[src/rtl/ptw_map.svh]
`ifndef PTW_MAP_SVH
`define PTW_MAP_SVH

// Register offsets on the register port.
`define PTW_REG_CTRL 8'h00
`define PTW_REG_SROOT 8'h04
`define PTW_REG_UROOT 8'h08
`define PTW_REG_STATUS 8'h0C
`define PTW_REG_COUNT 8'h10

// Control and status bit positions and register reset values.
`define PTW_CTRL_PG4K 0
`define PTW_CTRL_EN 1
`define PTW_ST_BUSY 0
`define PTW_ST_FAULT 1
`define PTW_ST_BERR 2
`define PTW_CTRL_RST 2'h0
`define PTW_ROOT_RST 32'h0000_0000
`define PTW_ROOT_LO 9

// Descriptor fields.
`define PTW_D_TYPE 1:0
`define PTW_D_UDT_RES 1
`define PTW_D_W 2
`define PTW_D_U 3
`define PTW_D_M 4
`define PTW_D_S 7
`define PTW_PDT_RES 2'h1
`define PTW_PDT_IND 2'h2

// Walk levels.
`define PTW_LV_L1 2'h0
`define PTW_LV_L2 2'h1
`define PTW_LV_PG 2'h2
`define PTW_LV_IND 2'h3

// Address fields of table pointers and of the logical address.
`define PTW_TA_HI 31:9
`define PTW_PT8K_HI 31:7
`define PTW_PT4K_HI 31:8
`define PTW_IND_HI 31:2
`define PTW_TIA 31:25
`define PTW_TIB 24:18
`define PTW_TIC8K 17:13
`define PTW_TIC4K 17:12
`define PTW_PF_HI 31:13
`define PTW_PF_B4K 12
`define PTW_PAGE_HI 31:12

`endif

[src/rtl/ptw_pkg.sv]
`default_nettype none
package ptw_pkg;

    typedef enum logic [8:0] {
        ST_IDLE  = 9'h001,
        ST_READ  = 9'h002,
        ST_EVAL  = 9'h004,
        ST_WRITE = 9'h008,
        ST_LRD   = 9'h010,
        ST_LWR   = 9'h020,
        ST_NEXT  = 9'h040,
        ST_FILL  = 9'h080,
        ST_WAIT  = 9'h100
    } ptw_state_e;

    typedef enum logic [1:0] {
        ACT_NONE = 2'h0,
        ACT_WR   = 2'h1,
        ACT_RMW  = 2'h2
    } ptw_act_e;

    typedef logic [1:0] ptw_level_t;

endpackage
`default_nettype wire

[src/rtl/ptw_eval_if.sv]
`timescale 1ns/1ps
`default_nettype none

interface ptw_eval_if;
    logic [31:0] desc;
    ptw_pkg::ptw_level_t level;
    logic wp_acc;
    logic priv;
    logic write;
    logic ok;
    logic indirect;
    logic wp;
    logic sup_viol;
    logic set_m;
    ptw_pkg::ptw_act_e act;
    logic [31:0] new_desc;

    modport walker(output desc, level, wp_acc, priv, write,
                   input ok, indirect, wp, sup_viol, set_m, act, new_desc);
    modport eval(input desc, level, wp_acc, priv, write,
                 output ok, indirect, wp, sup_viol, set_m, act, new_desc);
endinterface

`default_nettype wire

[src/rtl/ptw_desc_eval.sv]
`timescale 1ns/1ps
`default_nettype none
`include "ptw_map.svh"

module ptw_desc_eval (
    // Descriptor decode.
    ptw_eval_if.eval ev
);
    import ptw_pkg::*;

    logic table_lv;
    logic u_bit;
    logic m_bit;

    always_comb begin
        table_lv = (ev.level == `PTW_LV_L1) || (ev.level == `PTW_LV_L2);
        u_bit = ev.desc[`PTW_D_U];
        m_bit = ev.desc[`PTW_D_M];
        ev.indirect = (ev.level == `PTW_LV_PG) && (ev.desc[`PTW_D_TYPE] == `PTW_PDT_IND);
        ev.wp = ev.wp_acc | (ev.desc[`PTW_D_W] && !ev.indirect);
        ev.sup_viol = !table_lv && !ev.indirect && ev.desc[`PTW_D_S] && !ev.priv;
        if (table_lv) begin
            ev.ok = ev.desc[`PTW_D_UDT_RES];
        end else begin
            ev.ok = (ev.desc[`PTW_D_TYPE] == `PTW_PDT_RES) || ev.indirect;
        end
        ev.set_m = !table_lv && !ev.indirect && ev.write && !m_bit && !ev.wp && !ev.sup_viol;
        if (!ev.ok) begin
            ev.act = ACT_NONE;
        end else if (table_lv) begin
            ev.act = u_bit ? ACT_NONE : ACT_WR;
        end else if (ev.indirect) begin
            ev.act = ACT_NONE;
        end else if (!u_bit && !ev.set_m) begin
            ev.act = ACT_RMW;
        end else if (ev.set_m) begin
            ev.act = ACT_WR;
        end else begin
            ev.act = ACT_NONE;
        end
        ev.new_desc = ev.desc;
        ev.new_desc[`PTW_D_U] = 1'b1;
        ev.new_desc[`PTW_D_M] = m_bit | ev.set_m;
    end

endmodule

`default_nettype wire

[src/rtl/ptw_walker.sv]
// The implementer's own choices: the address map and the strobed register port.
`timescale 1ns/1ps
`default_nettype none
`include "ptw_map.svh"

////////////////////////////////////////////////////////////////////////////////
////////////////////////////////////////////////////////////////////////////////

module ptw_walker #(
    parameter int COUNT_W = 16
) (
    // Clock and reset.
    input wire logic mclk,
    input wire logic rst_n,
    // Register port.
    input wire logic [7:0] reg_addr,
    input wire logic [31:0] reg_wdata,
    input wire logic reg_wr,
    input wire logic reg_rd,
    output logic [31:0] reg_rdata,
    // Miss request from the translation cache.
    input wire logic miss_valid,
    input wire logic [31:0] miss_la,
    input wire logic miss_privilege_code_bit,
    input wire logic miss_write,
    output logic walk_busy,
    output logic retry,
    // Descriptor memory bus.
    output logic mem_req,
    output logic [31:0] mem_addr,
    output logic mem_we,
    output logic [31:0] mem_wdata,
    output logic mem_lock,
    output logic mem_cacheable,
    output logic mem_push_inval,
    input wire logic mem_ack,
    input wire logic mem_err,
    input wire logic [31:0] mem_rdata,
    // Translation cache fill.
    output logic tc_fill,
    output logic [19:0] tc_fill_la,
    output logic [19:0] tc_fill_pa,
    output logic tc_fill_resident,
    output logic tc_fill_wp,
    output logic tc_fill_sup,
    output logic tc_fill_mod,
    output logic tc_fill_berr,
    // Retried lookup and forwarding.
    input wire logic tc_hit,
    input wire logic [31:0] tc_hit_pa,
    input wire logic tc_hit_ok,
    output logic fwd_valid,
    output logic [31:0] fwd_pa,
    output logic exc_valid
);
    import ptw_pkg::*;

    ////////////////////////////////////////////////////////////////////////////
    // Registers and descriptor evaluator.

    ptw_state_e state_q;
    ptw_level_t level_q;
    logic [1:0] ctrl_q;
    logic [31:0] sroot_q;
    logic [31:0] uroot_q;
    logic [31:0] la_q;
    logic priv_q;
    logic write_q;
    logic [31:0] desc_q;
    logic wp_q;
    logic setm_q;
    logic supv_q;
    logic fault_q;
    logic berr_q;
    logic last_fault_q;
    logic last_berr_q;
    logic [COUNT_W-1:0] count_q;
    logic [31:0] reg_rdata_q;
    logic walk_busy_q;
    logic retry_q;
    logic mem_req_q;
    logic [31:0] mem_addr_q;
    logic mem_we_q;
    logic [31:0] mem_wdata_q;
    logic mem_lock_q;
    logic mem_cacheable_q;
    logic mem_push_inval_q;
    logic tc_fill_q;
    logic [19:0] tc_fill_la_q;
    logic [19:0] tc_fill_pa_q;
    logic tc_fill_resident_q;
    logic tc_fill_wp_q;
    logic tc_fill_sup_q;
    logic tc_fill_mod_q;
    logic tc_fill_berr_q;
    logic fwd_valid_q;
    logic [31:0] fwd_pa_q;
    logic exc_valid_q;
    logic [6:0] tia_in;
    logic [6:0] tib_q;
    logic [31:0] root_sel;
    logic [31:0] page_addr;

    ptw_eval_if ev ();

    ptw_desc_eval u_eval (
        .ev(ev)
    );

    assign ev.desc = desc_q;
    assign ev.level = level_q;
    assign ev.wp_acc = wp_q;
    assign ev.priv = priv_q;
    assign ev.write = write_q;

    assign tia_in = miss_la[`PTW_TIA];
    assign tib_q = la_q[`PTW_TIB];
    assign root_sel = miss_privilege_code_bit ? sroot_q : uroot_q;
    assign page_addr = ctrl_q[`PTW_CTRL_PG4K] ?
        {desc_q[`PTW_PT4K_HI], la_q[`PTW_TIC4K], 2'h0} :
        {desc_q[`PTW_PT8K_HI], la_q[`PTW_TIC8K], 2'h0};

    ////////////////////////////////////////////////////////////////////////////
    // Register port.

    always_ff @(posedge mclk) begin
        if (!rst_n) begin
            ctrl_q <= `PTW_CTRL_RST;
            sroot_q <= `PTW_ROOT_RST;
            uroot_q <= `PTW_ROOT_RST;
        end else if (reg_wr) begin
            if (reg_addr == `PTW_REG_CTRL) begin
                ctrl_q <= reg_wdata[1:0];
            end
            if (reg_addr == `PTW_REG_SROOT) begin
                sroot_q <= {reg_wdata[`PTW_TA_HI], 9'h000};
            end
            if (reg_addr == `PTW_REG_UROOT) begin
                uroot_q <= {reg_wdata[`PTW_TA_HI], 9'h000};
            end
        end
    end

    always_ff @(posedge mclk) begin
        if (!rst_n) begin
            reg_rdata_q <= 32'h0000_0000;
        end else if (reg_rd) begin
            unique case (reg_addr)
                `PTW_REG_CTRL: reg_rdata_q <= {30'h0, ctrl_q};
                `PTW_REG_SROOT: reg_rdata_q <= sroot_q;
                `PTW_REG_UROOT: reg_rdata_q <= uroot_q;
                `PTW_REG_STATUS: reg_rdata_q <= {29'h0, last_berr_q, last_fault_q, walk_busy_q};
                `PTW_REG_COUNT: reg_rdata_q <= 32'(count_q);
                default: reg_rdata_q <= 32'h0000_0000;
            endcase
        end else begin
            reg_rdata_q <= 32'h0000_0000;
        end
    end

    // Walk statistics: last outcome and number of completed walks.
    always_ff @(posedge mclk) begin
        if (!rst_n) begin
            last_fault_q <= 1'b0;
            last_berr_q <= 1'b0;
            count_q <= '0;
        end else if (tc_fill_q) begin
            last_fault_q <= !tc_fill_resident_q;
            last_berr_q <= tc_fill_berr_q;
            count_q <= count_q + COUNT_W'(1);
        end
    end

    ////////////////////////////////////////////////////////////////////////////
    // Walk sequencer.

    always_ff @(posedge mclk) begin
        if (!rst_n) begin
            state_q <= ST_IDLE;
            level_q <= `PTW_LV_L1;
            la_q <= 32'h0000_0000;
            priv_q <= 1'b0;
            write_q <= 1'b0;
            desc_q <= 32'h0000_0000;
            wp_q <= 1'b0;
            setm_q <= 1'b0;
            supv_q <= 1'b0;
            fault_q <= 1'b0;
            berr_q <= 1'b0;
            walk_busy_q <= 1'b0;
            retry_q <= 1'b0;
            mem_req_q <= 1'b0;
            mem_addr_q <= 32'h0000_0000;
            mem_we_q <= 1'b0;
            mem_wdata_q <= 32'h0000_0000;
            mem_lock_q <= 1'b0;
            mem_cacheable_q <= 1'b1;
            mem_push_inval_q <= 1'b0;
            tc_fill_q <= 1'b0;
            tc_fill_la_q <= 20'h00000;
            tc_fill_pa_q <= 20'h00000;
            tc_fill_resident_q <= 1'b0;
            tc_fill_wp_q <= 1'b0;
            tc_fill_sup_q <= 1'b0;
            tc_fill_mod_q <= 1'b0;
            tc_fill_berr_q <= 1'b0;
            fwd_valid_q <= 1'b0;
            fwd_pa_q <= 32'h0000_0000;
            exc_valid_q <= 1'b0;
        end else begin
            tc_fill_q <= 1'b0;
            retry_q <= 1'b0;
            fwd_valid_q <= 1'b0;
            exc_valid_q <= 1'b0;
            unique case (state_q)
                ST_IDLE: begin
                    if (miss_valid && ctrl_q[`PTW_CTRL_EN]) begin
                        walk_busy_q <= 1'b1;
                        la_q <= miss_la;
                        priv_q <= miss_privilege_code_bit;
                        write_q <= miss_write;
                        level_q <= `PTW_LV_L1;
                        wp_q <= 1'b0;
                        setm_q <= 1'b0;
                        supv_q <= 1'b0;
                        fault_q <= 1'b0;
                        berr_q <= 1'b0;
                        mem_addr_q <= {root_sel[`PTW_TA_HI], tia_in, 2'h0};
                        mem_req_q <= 1'b1;
                        mem_we_q <= 1'b0;
                        mem_cacheable_q <= 1'b1;
                        state_q <= ST_READ;
                    end
                end
                ST_READ: begin
                    if (mem_err) begin
                        mem_req_q <= 1'b0;
                        fault_q <= 1'b1;
                        berr_q <= 1'b1;
                        state_q <= ST_FILL;
                    end else if (mem_ack) begin
                        mem_req_q <= 1'b0;
                        desc_q <= mem_rdata;
                        state_q <= ST_EVAL;
                    end
                end
                ST_EVAL: begin
                    if (!ev.ok) begin
                        fault_q <= 1'b1;
                        berr_q <= 1'b1;
                        state_q <= ST_FILL;
                    end else begin
                        wp_q <= ev.wp;
                        setm_q <= ev.set_m;
                        supv_q <= ev.sup_viol;
                        unique case (ev.act)
                            ACT_WR: begin
                                mem_req_q <= 1'b1;
                                mem_we_q <= 1'b1;
                                mem_wdata_q <= ev.new_desc;
                                state_q <= ST_WRITE;
                            end
                            ACT_RMW: begin
                                mem_req_q <= 1'b1;
                                mem_we_q <= 1'b0;
                                mem_lock_q <= 1'b1;
                                mem_cacheable_q <= 1'b0;
                                mem_push_inval_q <= 1'b1;
                                state_q <= ST_LRD;
                            end
                            default: begin
                                state_q <= ST_NEXT;
                            end
                        endcase
                    end
                end
                ST_WRITE: begin
                    if (mem_ack || mem_err) begin
                        mem_req_q <= 1'b0;
                        mem_we_q <= 1'b0;
                        desc_q <= mem_wdata_q;
                        fault_q <= mem_err;
                        berr_q <= mem_err;
                        state_q <= mem_err ? ST_FILL : ST_NEXT;
                    end
                end
                ST_LRD: begin
                    if (mem_err) begin
                        mem_req_q <= 1'b0;
                        mem_lock_q <= 1'b0;
                        mem_cacheable_q <= 1'b1;
                        mem_push_inval_q <= 1'b0;
                        fault_q <= 1'b1;
                        berr_q <= 1'b1;
                        state_q <= ST_FILL;
                    end else if (mem_ack) begin
                        mem_we_q <= 1'b1;
                        mem_wdata_q <= mem_rdata | (32'h1 << `PTW_D_U) | (32'(setm_q) << `PTW_D_M);
                        state_q <= ST_LWR;
                    end
                end
                ST_LWR: begin
                    if (mem_ack || mem_err) begin
                        mem_req_q <= 1'b0;
                        mem_we_q <= 1'b0;
                        mem_lock_q <= 1'b0;
                        mem_cacheable_q <= 1'b1;
                        mem_push_inval_q <= 1'b0;
                        desc_q <= mem_wdata_q;
                        fault_q <= mem_err;
                        berr_q <= mem_err;
                        state_q <= mem_err ? ST_FILL : ST_NEXT;
                    end
                end
                ST_NEXT: begin
                    if (level_q == `PTW_LV_L1) begin
                        mem_addr_q <= {desc_q[`PTW_TA_HI], tib_q, 2'h0};
                        level_q <= `PTW_LV_L2;
                        mem_req_q <= 1'b1;
                        state_q <= ST_READ;
                    end else if (level_q == `PTW_LV_L2) begin
                        mem_addr_q <= page_addr;
                        level_q <= `PTW_LV_PG;
                        mem_req_q <= 1'b1;
                        state_q <= ST_READ;
                    end else if (level_q == `PTW_LV_PG && desc_q[`PTW_D_TYPE] == `PTW_PDT_IND) begin
                        mem_addr_q <= {desc_q[`PTW_IND_HI], 2'h0};
                        level_q <= `PTW_LV_IND;
                        mem_req_q <= 1'b1;
                        state_q <= ST_READ;
                    end else begin
                        state_q <= ST_FILL;
                    end
                end
                ST_FILL: begin
                    tc_fill_q <= 1'b1;
                    retry_q <= 1'b1;
                    tc_fill_la_q <= la_q[`PTW_PAGE_HI];
                    tc_fill_pa_q <= {desc_q[`PTW_PF_HI],
                                     ctrl_q[`PTW_CTRL_PG4K] & desc_q[`PTW_PF_B4K]};
                    tc_fill_resident_q <= !fault_q && !supv_q;
                    tc_fill_wp_q <= wp_q;
                    tc_fill_sup_q <= !fault_q && desc_q[`PTW_D_S];
                    tc_fill_mod_q <= !fault_q && desc_q[`PTW_D_M];
                    tc_fill_berr_q <= berr_q;
                    state_q <= ST_WAIT;
                end
                ST_WAIT: begin
                    if (tc_hit) begin
                        fwd_valid_q <= tc_hit_ok;
                        fwd_pa_q <= tc_hit_pa;
                        exc_valid_q <= !tc_hit_ok;
                        walk_busy_q <= 1'b0;
                        state_q <= ST_IDLE;
                    end
                end
            endcase
        end
    end

    assign reg_rdata = reg_rdata_q;
    assign walk_busy = walk_busy_q;
    assign retry = retry_q;
    assign mem_req = mem_req_q;
    assign mem_addr = mem_addr_q;
    assign mem_we = mem_we_q;
    assign mem_wdata = mem_wdata_q;
    assign mem_lock = mem_lock_q;
    assign mem_cacheable = mem_cacheable_q;
    assign mem_push_inval = mem_push_inval_q;
    assign tc_fill = tc_fill_q;
    assign tc_fill_la = tc_fill_la_q;
    assign tc_fill_pa = tc_fill_pa_q;
    assign tc_fill_resident = tc_fill_resident_q;
    assign tc_fill_wp = tc_fill_wp_q;
    assign tc_fill_sup = tc_fill_sup_q;
    assign tc_fill_mod = tc_fill_mod_q;
    assign tc_fill_berr = tc_fill_berr_q;
    assign fwd_valid = fwd_valid_q;
    assign fwd_pa = fwd_pa_q;
    assign exc_valid = exc_valid_q;

    ////////////////////////////////////////////////////////////////////////////
    // Checks.

    a_busy_walk: assert property (@(posedge mclk) disable iff (!rst_n)
        (state_q != ST_IDLE) |-> walk_busy_q) else $error("Walk active while busy is low.");

    a_root_first: assert property (@(posedge mclk) disable iff (!rst_n)
        (state_q == ST_IDLE && miss_valid && ctrl_q[`PTW_CTRL_EN]) |=>
        (mem_addr_q == (($past(miss_privilege_code_bit) ? $past(sroot_q) : $past(uroot_q))
                        | {23'h0, $past(tia_in), 2'h0}))) else $error("First descriptor address wrong.");

    a_second_addr: assert property (@(posedge mclk) disable iff (!rst_n)
        (state_q == ST_NEXT && level_q == `PTW_LV_L1) |=>
        (mem_addr_q == {$past(desc_q) & 32'hFFFF_FE00} + {23'h0, $past(tib_q), 2'h0})
        && mem_req_q) else $error("Second descriptor address wrong.");

    a_lock_rmw: assert property (@(posedge mclk) disable iff (!rst_n)
        mem_lock_q |-> (state_q == ST_LRD || state_q == ST_LWR)) else $error("Lock outside locked cycle.");

    a_rmw_nocache: assert property (@(posedge mclk) disable iff (!rst_n)
        mem_lock_q |-> (!mem_cacheable_q && mem_push_inval_q)) else $error("Locked access is cacheable.");

    a_plain_cache: assert property (@(posedge mclk) disable iff (!rst_n)
        (mem_req_q && !mem_lock_q) |-> (mem_cacheable_q && !mem_push_inval_q))
        else $error("Plain access not cacheable.");

    a_used_set: assert property (@(posedge mclk) disable iff (!rst_n)
        (mem_req_q && mem_we_q) |-> mem_wdata_q[`PTW_D_U]) else $error("Descriptor write without used flag.");

    a_err_fault: assert property (@(posedge mclk) disable iff (!rst_n)
        (state_q == ST_READ && mem_err) |=> ##1 (tc_fill_q && !tc_fill_resident_q && tc_fill_berr_q))
        else $error("Transfer error did not fill a faulting entry.");

    a_retry_fill: assert property (@(posedge mclk) disable iff (!rst_n)
        tc_fill_q |-> (retry_q && state_q == ST_WAIT)) else $error("Fill without retry.");

    a_fwd_hit: assert property (@(posedge mclk) disable iff (!rst_n)
        (state_q == ST_WAIT && tc_hit && tc_hit_ok) |=>
        (fwd_valid_q && fwd_pa_q == $past(tc_hit_pa) && !exc_valid_q)) else $error("Clean hit not forwarded.");

endmodule

`default_nettype wire

[config.mk]
export PLATFORM = sky130hd
export DESIGN_NAME = ptw_walker
export DESIGN_NICKNAME = d
export VERILOG_FILES = /design/src/rtl/ptw_pkg.sv /design/src/rtl/ptw_eval_if.sv /design/src/rtl/ptw_desc_eval.sv /design/src/rtl/ptw_walker.sv
export VERILOG_INCLUDE_DIRS = /design/src /design/src/rtl
export SDC_FILE = /design/constraint.sdc
export NUM_CORES = 1
export LEC_CHECK = 0
export BUFFER_PORTS_ARGS = -buffer_cell sky130_fd_sc_hd__buf_2
export CORE_MARGIN = 5
export CORE_UTILIZATION = 34
export CTS_CLUSTER_SIZE = 14
export DETAILED_ROUTE_END_ITERATION = 10
export GPL_TIMING_DRIVEN = 0
export RECOVER_POWER = 50
export SYNTH_ARGS = -nofsm -noshare
export SYNTH_HDL_FRONTEND = slang
export SYNTH_SLANG_ARGS = --single-unit
[constraint.sdc]
create_clock -name mclk -period 6.72 [get_ports mclk]
set_input_delay 0.336 -clock mclk [delete_from_list [all_inputs] [get_ports mclk]]
set_output_delay 0.336 -clock mclk [all_outputs]
set_load 0.01 [all_outputs]
# Word-level counts from Yosys, hierarchy flattened
# Index checks and enable logic that the tools add are counted.
# word_totals
regBits	328
# op_classes
add_sub_neg	1
n_eq_ne	38
n_mux	80
bitwise	4
reduce_logical	62
# ops
operator	count
2-to-1 mux 32 bit	12
case mux 32 bit (2 select lines)	3
case mux 32 bit (5 select lines)	1
case mux 9 bit (8 select lines)	1
2-to-1 mux 9 bit	7
2-to-1 mux 8 bit	6
OR 32 x 5 -> 32 bit	1
2-to-1 mux 1 bit	30
inequality test 2 bit (second input constant)	13
AND reduction 5 bit	4
adder 16 x 1 -> 16 bit (second input constant)	1
== test 8 x 4 -> 1 bit (second input constant)	2
2-to-1 mux 2 bit	8
logical AND 1 bit	14
case mux 7 bit (2 select lines)	1
zero test 1 bit	12
case mux 1 bit (4 select lines)	3
AND reduction 2 bit	6
AND reduction 3 bit	4
nonzero test 4 bit	3
case mux 1 bit (2 select lines)	5
nonzero test 2 bit	5
== test 9 x 1 -> 1 bit (second input constant)	1
== test 9 x 2 -> 1 bit (second input constant)	1
other kinds (29)	41

# Logic depth before layout (Yosys ltp)
# Gate-level depths: netlist of run 1.
# depth
word_depth	19
mapped_depth	12
mapped_depth_nobuf	10

# By module
# From an unflattened synthesis of run 1, not the netlist that was laid out.
# hier_totals
hier_cells	1608
hier_area_um2	13354.1
# by_module_without_submodules
mod	n_inst	cells_per_inst	area_per_inst_um2
ptw_walker	1	1559	12978.7
ptw_desc_eval	1	49	375.4

# Least setup slack after synthesis of run 1
# No wires, ideal clock.
# synth_timing
kind	register to register
startpoint	reg level_q[0], in the netlist ev.level[0]
endpoint	reg mem_wdata_q[10], in the netlist mem_wdata[10]
setup_ns	0.091
arrival_time_ns	2.539
slack_ns	4.090
stages_incl_launch_ff	13
path_buffers	2
period_less_slack_ns	2.630
path_cell_list	dfxtp_1 -> clkbuf_1 -> or3b_2 -> nand2_1 -> nor3_1 -> nor2_1 -> nor2_1 -> ha_1 -> inv_1 -> o41ai_2 -> buf_2 -> nor2_1 -> a311oi_1
# synth_between
elab_chain_len	17
elab_cells_between_ends	31
# synth_lines
element	line	text
start, declared	ptw_walker.sv:62	ptw_level_t level_q;
start signal, assigned	ptw_walker.sv:180	level_q <= `PTW_LV_L1;
start signal, assigned	ptw_walker.sv:222	level_q <= `PTW_LV_L1;
start signal, assigned	ptw_walker.sv:318	level_q <= `PTW_LV_L2;
== test 2 bit (no line), or another cell as far along	n/a	
logical AND 1 bit / logical OR 1 bit (equally long branches)	ptw_desc_eval.sv:19, ptw_desc_eval.sv:16	
zero test 1 bit, on equally long branches	ptw_desc_eval.sv:20, ptw_desc_eval.sv:21, ptw_desc_eval.sv:27	
logical AND 1 bit, on equally long branches	ptw_desc_eval.sv:20, ptw_desc_eval.sv:21, ptw_desc_eval.sv:27	
OR 1 bit, or another cell as far along	ptw_desc_eval.sv:20	ev.wp = ev.wp_acc | (ev.desc[`PTW_D_W] && !ev.indirect);
zero test 1 bit, or another cell as far along	ptw_desc_eval.sv:27	ev.set_m = !table_lv && !ev.indirect && ev.write && !m_bit && !ev.wp && !ev.sup_viol;
logical AND 1 bit / zero test 1 bit (equally long branches)	ptw_desc_eval.sv:27	
logical AND 1 bit	ptw_desc_eval.sv:27	
zero test 1 bit	ptw_desc_eval.sv:34	end else if (!u_bit && !ev.set_m) begin
logical AND 1 bit	ptw_desc_eval.sv:34	
2-to-1 mux 2 bit	ptw_desc_eval.sv:34	
2-to-1 mux 2 bit	ptw_desc_eval.sv:32	end else if (ev.indirect) begin
2-to-1 mux 2 bit	ptw_desc_eval.sv:30	end else if (table_lv) begin
2-to-1 mux 2 bit	ptw_desc_eval.sv:28	if (!ev.ok) begin
== test 2 x 1 -> 1 bit	ptw_walker.sv:256	unique case (ev.act)
inequality test 2 bit (no line)	n/a	
AND reduction 5 bit (no line) (*)	n/a	
end signal, assigned	ptw_walker.sv:260	mem_wdata_q <= ev.new_desc;
end signal, assigned	ptw_walker.sv:298	mem_wdata_q <= mem_rdata | (32'h1 << `PTW_D_U) | (32'(setm_q) << `PTW_D_M);
end, declared	ptw_walker.sv:84	logic [31:0] mem_wdata_q;
# Mark *: on every way between the ends. The rest lies on a longest branch, timed or not.
# A chain may end at the register's enable or synchronous reset.

# Worst setup path after layout of run 1
# layout_timing
startpoint	reg level_q[0], in the netlist ev.level[0]
endpoint	reg mem_wdata_q[29], in the netlist mem_wdata[29]
# The elaborated chain is that of the path after synthesis.

==> results of run 1 <==
layer usage:
layer  vias to the layer above  GRT usage (%)  share of wire, %
li1                       6226              -                 -
met1                      6065           29.7                44
met2                       408           35.4                45
met3                        86           5.33               7.6
met4                         6           6.87               3.0
met5                         -              0             0.057
where the power goes:
part	internal, mW	total [mW]	switching, mW	leakage [nW]
sequential	1.88	1.90	0.0254	2.53
combinational	0.0893	0.240	0.151	2.61
clock	1.19	2.00	0.806	0.596
logic make-up (layout without fill, tap and decap cells):
logic type,Yosys count,in the layout
AOI/OAI and AO/OA,373,373
xor gates and xnor gates,20,20
adders and majority gates,2,2
buffers and inverters,141,515
DFF,314,314
muxes,65,65
other,1,6
and+or+nand+nor,680,680
worst max path at each step:
stage                                  to                      from  slack [ns]
6_report       mem_wdata[29]$_SDFFE_PN0P_  ev.level[0]$_SDFFE_PN0P_        3.13
3_3_place_gp   mem_wdata[23]$_SDFFE_PN0P_  ev.level[0]$_SDFFE_PN0P_        3.20
4_1_cts        mem_wdata[29]$_SDFFE_PN0P_  ev.level[0]$_SDFFE_PN0P_        3.14
5_1_grt         mem_wdata[4]$_SDFFE_PN0P_  ev.level[0]$_SDFFE_PN0P_        2.90
3_5_place_dp    mem_wdata[4]$_SDFFE_PN0P_  ev.level[0]$_SDFFE_PN0P_        3.17
2_1_floorplan  mem_wdata[10]$_SDFFE_PN0P_  ev.level[0]$_SDFFE_PN0P_        4.09
through the flow:
stage / power, mW / util, % / worst slack, ns
3_3_place_gp: 2.18 / 39.9 / 3.20
5_1_grt: 4.28 / 42.5 / 2.90
6_report: 4.14 / 42.5 / 3.13
2_1_floorplan: 2.07 / - / 4.09
4_1_cts: 4.18 / 43.1 / 3.14
3_5_place_dp: 2.18 / 39.9 / 3.17
registers in the layout, summed over array words and instances (netlist names), 2 cells and up:
signal,flops
count_q,16
mem_wdata,32
ev.level,2
sroot_q,23
reg_rdata,32
desc_q,32
tc_fill_la,20
uroot_q,23
fwd_pa,32
mem_addr,30
tc_fill_pa,20
la_q,20
ctrl_q,2
state_q,9
worst min-delay path, delay by kind of cell:
family / cells / cell delay, ns
buffers and inverters: 1 / 0.10
AND/OR/NAND/NOR: 1 / 0.04
AO/OA/AOI/OAI: 1 / 0.05
layout make-up:
| type | instances | area (µm²) |
|---|---|---|
| antenna | 4 | 10.0 |
| buffer | 133 | 559 |
| clock buffer | 57 | 1120 |
| clock inverter | 9 | 77.6 |
| fill | 4026 | 22100 |
| inverter | 8 | 30.0 |
| multi-input combinational | 1142 | 6280 |
| sequential | 314 | 6290 |
| tap | 518 | 648 |
| timing repair buffer | 308 | 1320 |
Yosys cell counts, types with 3 or more instances:
cell	count	area (µm²)
o21a_1	5	37.5
nand3_1	40	200
inv_1	8	30.0
a211o_1	5	43.8
nand4_1	9	56.3
buf_1	7	26.3
nor3_1	17	85.1
or2_2	3	18.8
and4_1	4	35.0
o211ai_1	33	248
dfxtp_1	314	6290
a222oi_1	9	90.1
nor2_1	135	507
o21ai_0	19	95.1
a311oi_1	31	272
nand2b_1	5	31.3
nor3b_1	4	30.0
and3_1	7	43.8
xor2_1	15	131
nand3b_1	6	45.0
or3_1	4	25.0
nor4_1	7	43.8
nand2_1	401	1510
and2_1	8	50.1
mux2i_1	65	651
xnor2_1	5	43.8
a22oi_1	19	143
buf_4	7	52.6
a211oi_1	9	67.6
nor2b_1	9	56.3
or4_1	8	60.1
buf_6	3	33.8
a21oi_1	193	966
clkbuf_1	103	387
o31ai_1	4	30.0
buf_2	13	65.1
a211oi_2	28	350
nor4_2	3	37.5
timing repair:
action,4_1_cts,5_1_grt
gates resized for setup,0,0
endpoints found under the hold margin,1,0
endpoints found under the setup margin,0,0
hold buffers,1,0
==> impl_metrics.env, run 1 <==
export IMPL_status="complete, no violations"
export IMPL_firstDrtPassIters=5
export IMPL_io_buffers=307
export IMPL_start_kind="flop"
export IMPL_rsz0062_at_grt="false"
export IMPL_cp_end_kind="flop"
export IMPL_path_clk_slew_ns=0.06
export IMPL_slew_headroom_pct=8.27
export IMPL_powerDensity_mw_per_mm2=253
export IMPL_finalCriticalPeriod_ns=3.59
export IMPL_grt_util_all_layers_pct=22.1
export IMPL_nNetsFinal=2093
export IMPL_synth_adder_area_share_pct=0.190
export IMPL_vias=12800
export IMPL_core_area_mm2=0.0385
export IMPL_antenna_found_initial=8
export IMPL_post_route_cell_area_mm2=0.0163
export IMPL_maxSlewViolCount=0
export IMPL_place_gp_congestion=0.900
export IMPL_path_delay_family="compound AO/OA/AOI/OAI gates"
export IMPL_remaining_drc_errors=0
export IMPL_fin_tns_setup_ns=0
export IMPL_die_w_um=207
export IMPL_initial_core_util_pct=34.2
export IMPL_rrSetupSlack_ns=3.13
export IMPL_grt_ovfl_total=0
export IMPL_whs_ns=0.0405
export IMPL_hold_path_depth=3
export IMPL_grt_pass1_wl_um=73600
export IMPL_cpMostUsedCell="nor2_1"
export IMPL_max_slew_worst_pin_slew_ns=1.36
export IMPL_synth_cells=1596
export IMPL_viasPerCell=5.13
export IMPL_most_common_layout_cells="nand2_1 (401), dfxtp_1 (314), clkbuf_1 (298)"
export IMPL_layout_drive_gt1_share_pct=12.1
export IMPL_cp_depth=12
export IMPL_clock_skew_final_ns=0.0167
export IMPL_netlist_area_mm2=0.0132
export IMPL_postCtsSetupBuffers=0
export IMPL_cp_num_buf_inv=3
export IMPL_slowest_stage="o41ai_2"
export IMPL_postSynth_asyncResetShare_pct=0
export IMPL_io_pins=330
export IMPL_hold_viol=0
export IMPL_htree_levels=2
export IMPL_mostFrequentLayoutCell="nand2_1"
export IMPL_worstHoldPathType="input pin to flop"
export IMPL_cts_tree="yes"
export IMPL_drtAntennaViolNets=0
export IMPL_synth_seq_area_share_pct=47.7
export IMPL_synth_seq_cells=314
export IMPL_placed_area_mm2=0.0154
export IMPL_grt_pass1_vias=12400
export IMPL_cp_max_fo=10
export IMPL_synth_top_family_by_area="simple AND/OR/NAND/NOR gates"
export IMPL_clockBufferDepth=3
export IMPL_synthFlopType="dfxtp_1"
export IMPL_cts_root_buf="clkbuf_16"
export IMPL_p_leak_nw=5.73
export IMPL_synthMuxAreaShare_pct=4.94
export IMPL_ys_warn_count=0
export IMPL_finalNonFillerCells=2493
export IMPL_timing_fmax_ghz=0.278
export IMPL_r2r_start="ev.level[0]$_SDFFE_PN0P_"
export IMPL_grt_start_max_net_pins=14
export IMPL_min_delay_worst_endpoint="la_q[17]$_SDFFE_PN0P_"
export IMPL_min_from="miss_la[17]"
export IMPL_rows=72
export IMPL_die_h_um=207
export IMPL_drt_iter0_markers=797
export IMPL_clk_latency_ns=0.53
export IMPL_vdd_drop_max_mv=0.133
export IMPL_cts_sinks=314
export IMPL_avgSynthCellArea_um2=8.25
export IMPL_die_area_mm2=0.0428
export IMPL_wire_per_inst_um=19.8
export IMPL_arrival_ns=4.01
export IMPL_routed_wl_um=49400
export IMPL_crit_reg2reg_capture="mem_wdata[29]$_SDFFE_PN0P_"
export IMPL_syn_to_final_growth_pct=24.0
export IMPL_placed_cells=2422
export IMPL_period_share_pct=53.4
export IMPL_synth_compound_area_share_pct=19.1
export IMPL_synth_edf_count=0
export IMPL_crit_type="flop to flop"
export IMPL_worst_ep_required_time_ns=7.14
export IMPL_synth_xor_area_share_pct=1.33
export IMPL_reg2reg_depth=12
export IMPL_numCtsBuffers=37
export IMPL_max_stage_delay_ns=0.82
export IMPL_synth_simple_gate_area_share_pct=22.2
export IMPL_synth_cell_types=63
export IMPL_path_cells="clkbuf_1 > or3b_2 > nand2_1 > nor3_1 > nor2_1 > nor2_1 > ha_1 > inv_1 > o41ai_2 > buf_2 > nor2_1 > a311oi_1"
export IMPL_dp_hpwl_um=37900
export IMPL_cap_violations=0
export IMPL_finalSetupViolCount=0
No activity file was read; power rests on OpenSTA's default activity.
==> inputs of run 2 (changes only) <==
clock period = 3.59 ns   (was 6.72 ns; I/O delays follow)
==> impl_metrics.env, run 2 (synthesis results as in run 1) <==
export IMPL_status="complete, no violations"
export IMPL_htree_levels=2
export IMPL_place_gp_congestion=0.900
export IMPL_core_area_mm2=0.0385
export IMPL_whs_ns=0.0390
export IMPL_fin_tns_setup_ns=0
export IMPL_cts_sinks=314
export IMPL_timing_fmax_ghz=0.295
export IMPL_worstHoldPathType="input pin to flop"
export IMPL_syn_to_final_growth_pct=32.4
export IMPL_mostFrequentLayoutCell="nand2_1"
export IMPL_most_common_layout_cells="nand2_1 (401), dfxtp_1 (314), clkbuf_1 (298)"
export IMPL_rows=72
export IMPL_grt_pass1_wl_um=75800
export IMPL_cp_max_fo=10
export IMPL_viasPerCell=5.10
export IMPL_hold_viol=0
export IMPL_finalNonFillerCells=2601
export IMPL_grt_ovfl_total=0
export IMPL_io_buffers=307
export IMPL_cts_tree="yes"
export IMPL_arrival_ns=3.76
export IMPL_clk_latency_ns=0.53
export IMPL_max_slew_worst_pin_slew_ns=1.20
export IMPL_drtAntennaViolNets=0
export IMPL_io_pins=330
export IMPL_clockBufferDepth=3
export IMPL_firstDrtPassIters=5
export IMPL_cap_violations=0
export IMPL_numCtsBuffers=37
export IMPL_p_total_mw=7.84
export IMPL_remaining_drc_errors=0
export IMPL_start_kind="flop"
export IMPL_slowest_stage="o41ai_4"
export IMPL_initial_core_util_pct=34.2
export IMPL_post_route_cell_area_mm2=0.0174
export IMPL_period_share_pct=94.5
export IMPL_grt_util_all_layers_pct=22.7
export IMPL_vdd_drop_max_mv=0.247
export IMPL_die_h_um=207
export IMPL_max_stage_delay_ns=0.63
export IMPL_path_cells="clkbuf_1 > or3b_2 > nand2_1 > nor3_1 > nor2_1 > nor2_1 > ha_1 > inv_1 > o41ai_4 > clkbuf_1 > a311oi_1"
export IMPL_fillers=3931
export IMPL_vias=13300
export IMPL_pre_cts_slack_ns=0.0400
export IMPL_path_clk_slew_ns=0.06
export IMPL_grt_pass1_vias=13000
export IMPL_worst_ep_required_time_ns=3.96
export IMPL_antenna_found_initial=4
export IMPL_final_util_pct=45.3
export IMPL_wire_per_inst_um=19.4
export IMPL_layout_setup_ws_ns=0.197
export IMPL_routed_wl_um=50500
export IMPL_p_leak_nw=6.24
export IMPL_die_area_mm2=0.0428
export IMPL_die_w_um=207
export IMPL_dp_hpwl_um=37900
export IMPL_cp_end_kind="flop"
export IMPL_placed_area_mm2=0.0154
export IMPL_powerDensity_mw_per_mm2=450
export IMPL_layout_drive_gt1_share_pct=11.6
export IMPL_maxSlewViolCount=0
export IMPL_grt_start_max_net_pins=14
export IMPL_drt_iter0_markers=803
export IMPL_slew_headroom_pct=19.1
export IMPL_placed_cells=2422
export IMPL_finalSetupViolCount=0
export IMPL_finalCriticalPeriod_ns=3.39
export IMPL_crit_type="flop to flop"
export IMPL_clock_skew_final_ns=0.0155
export IMPL_nNetsFinal=2202
export IMPL_cts_root_buf="clkbuf_16"
-- run 2: changes by cell type in the layout (fill, tap and decap cells not counted) --
cell / previous run / this run
o41ai_4: 0 / 1
diode_2: 4 / 3
nor4_1: 10 / 9
dlygate4sd3_1: 1 / 110
buf_1: 6 / 5
o41ai_2: 1 / 0
nor4_2: 0 / 1
buf_2: 136 / 137
-- run 2: report_power, final --
| part | switching (mW) | internal, mW | leakage [nW] |
|---|---|---|---|
| logic | 0.303 | 0.244 | 3.12 |
| registers | 0.0475 | 3.51 | 2.53 |
| clock network | 1.51 | 2.23 | 0.596 |
-- run 2: layout make-up --
| cell class | instances | area, µm² | area share, % |
|---|---|---|---|
| Sequential cell | 314 | 6290 | 36.0 |
| Inverter | 8 | 30.0 | 0.172 |
| Tap cell | 518 | 648 | 3.72 |
| Timing Repair Buffer | 417 | 2410 | 13.8 |
| Clock buffer | 57 | 1120 | 6.44 |
| Clock inverter | 9 | 77.6 | 0.445 |
| Multi-Input combinational cell | 1142 | 6290 | 36.1 |
| Buffer | 133 | 561 | 3.21 |
| Antenna cell | 3 | 7.51 | 0.0430 |
-- run 2: final timing paths --
kind / end / slack, ns / from / cells past startpoint
max: mem_wdata[17]$_SDFFE_PN0P_ / 0.20 / ev.level[0]$_SDFFE_PN0P_ / 11
min: desc_q[3]$_SDFFE_PN0P_ / 0.04 / mem_rdata[3] / 3
max reg2reg: mem_wdata[17]$_SDFFE_PN0P_ / 0.20 / ev.level[0]$_SDFFE_PN0P_ / 11
min reg2reg: tc_fill_pa[2]$_SDFFE_PN0P_ / 0.45 / tc_fill_pa[2]$_SDFFE_PN0P_ / 2
-- run 2: repair_timing --
action,in CTS,in global routing
endpoints found under the setup margin,0,32
buffers inserted,0,0
hold buffers,110,0
gates resized for setup,0,1
hold endpoints to repair,139,0
-- run 2: critical path: cells and delay by family, from the launching register on --
| kind | cells | cell delay (ns) |
|---|---|---|
| and+or+nand+nor | 5 | 1.01 |
| buffers and inverters | 3 | 0.91 |
| AOI/OAI and AO/OA | 2 | 0.82 |
| DFF | 1 | 0.33 |
| adders and majority gates | 1 | 0.15 |
-- run 2: layer usage --
layer / vias up / GRT usage (%) / part of all wire, %
met2: 425 / 36.8 / 46
met3: 96 / 5.06 / 6.9
met1: 6299 / 30.2 / 44
met4: 2 / 7.44 / 3.1
li1: 6442 / - / -
met5: - / 0 / 0.014
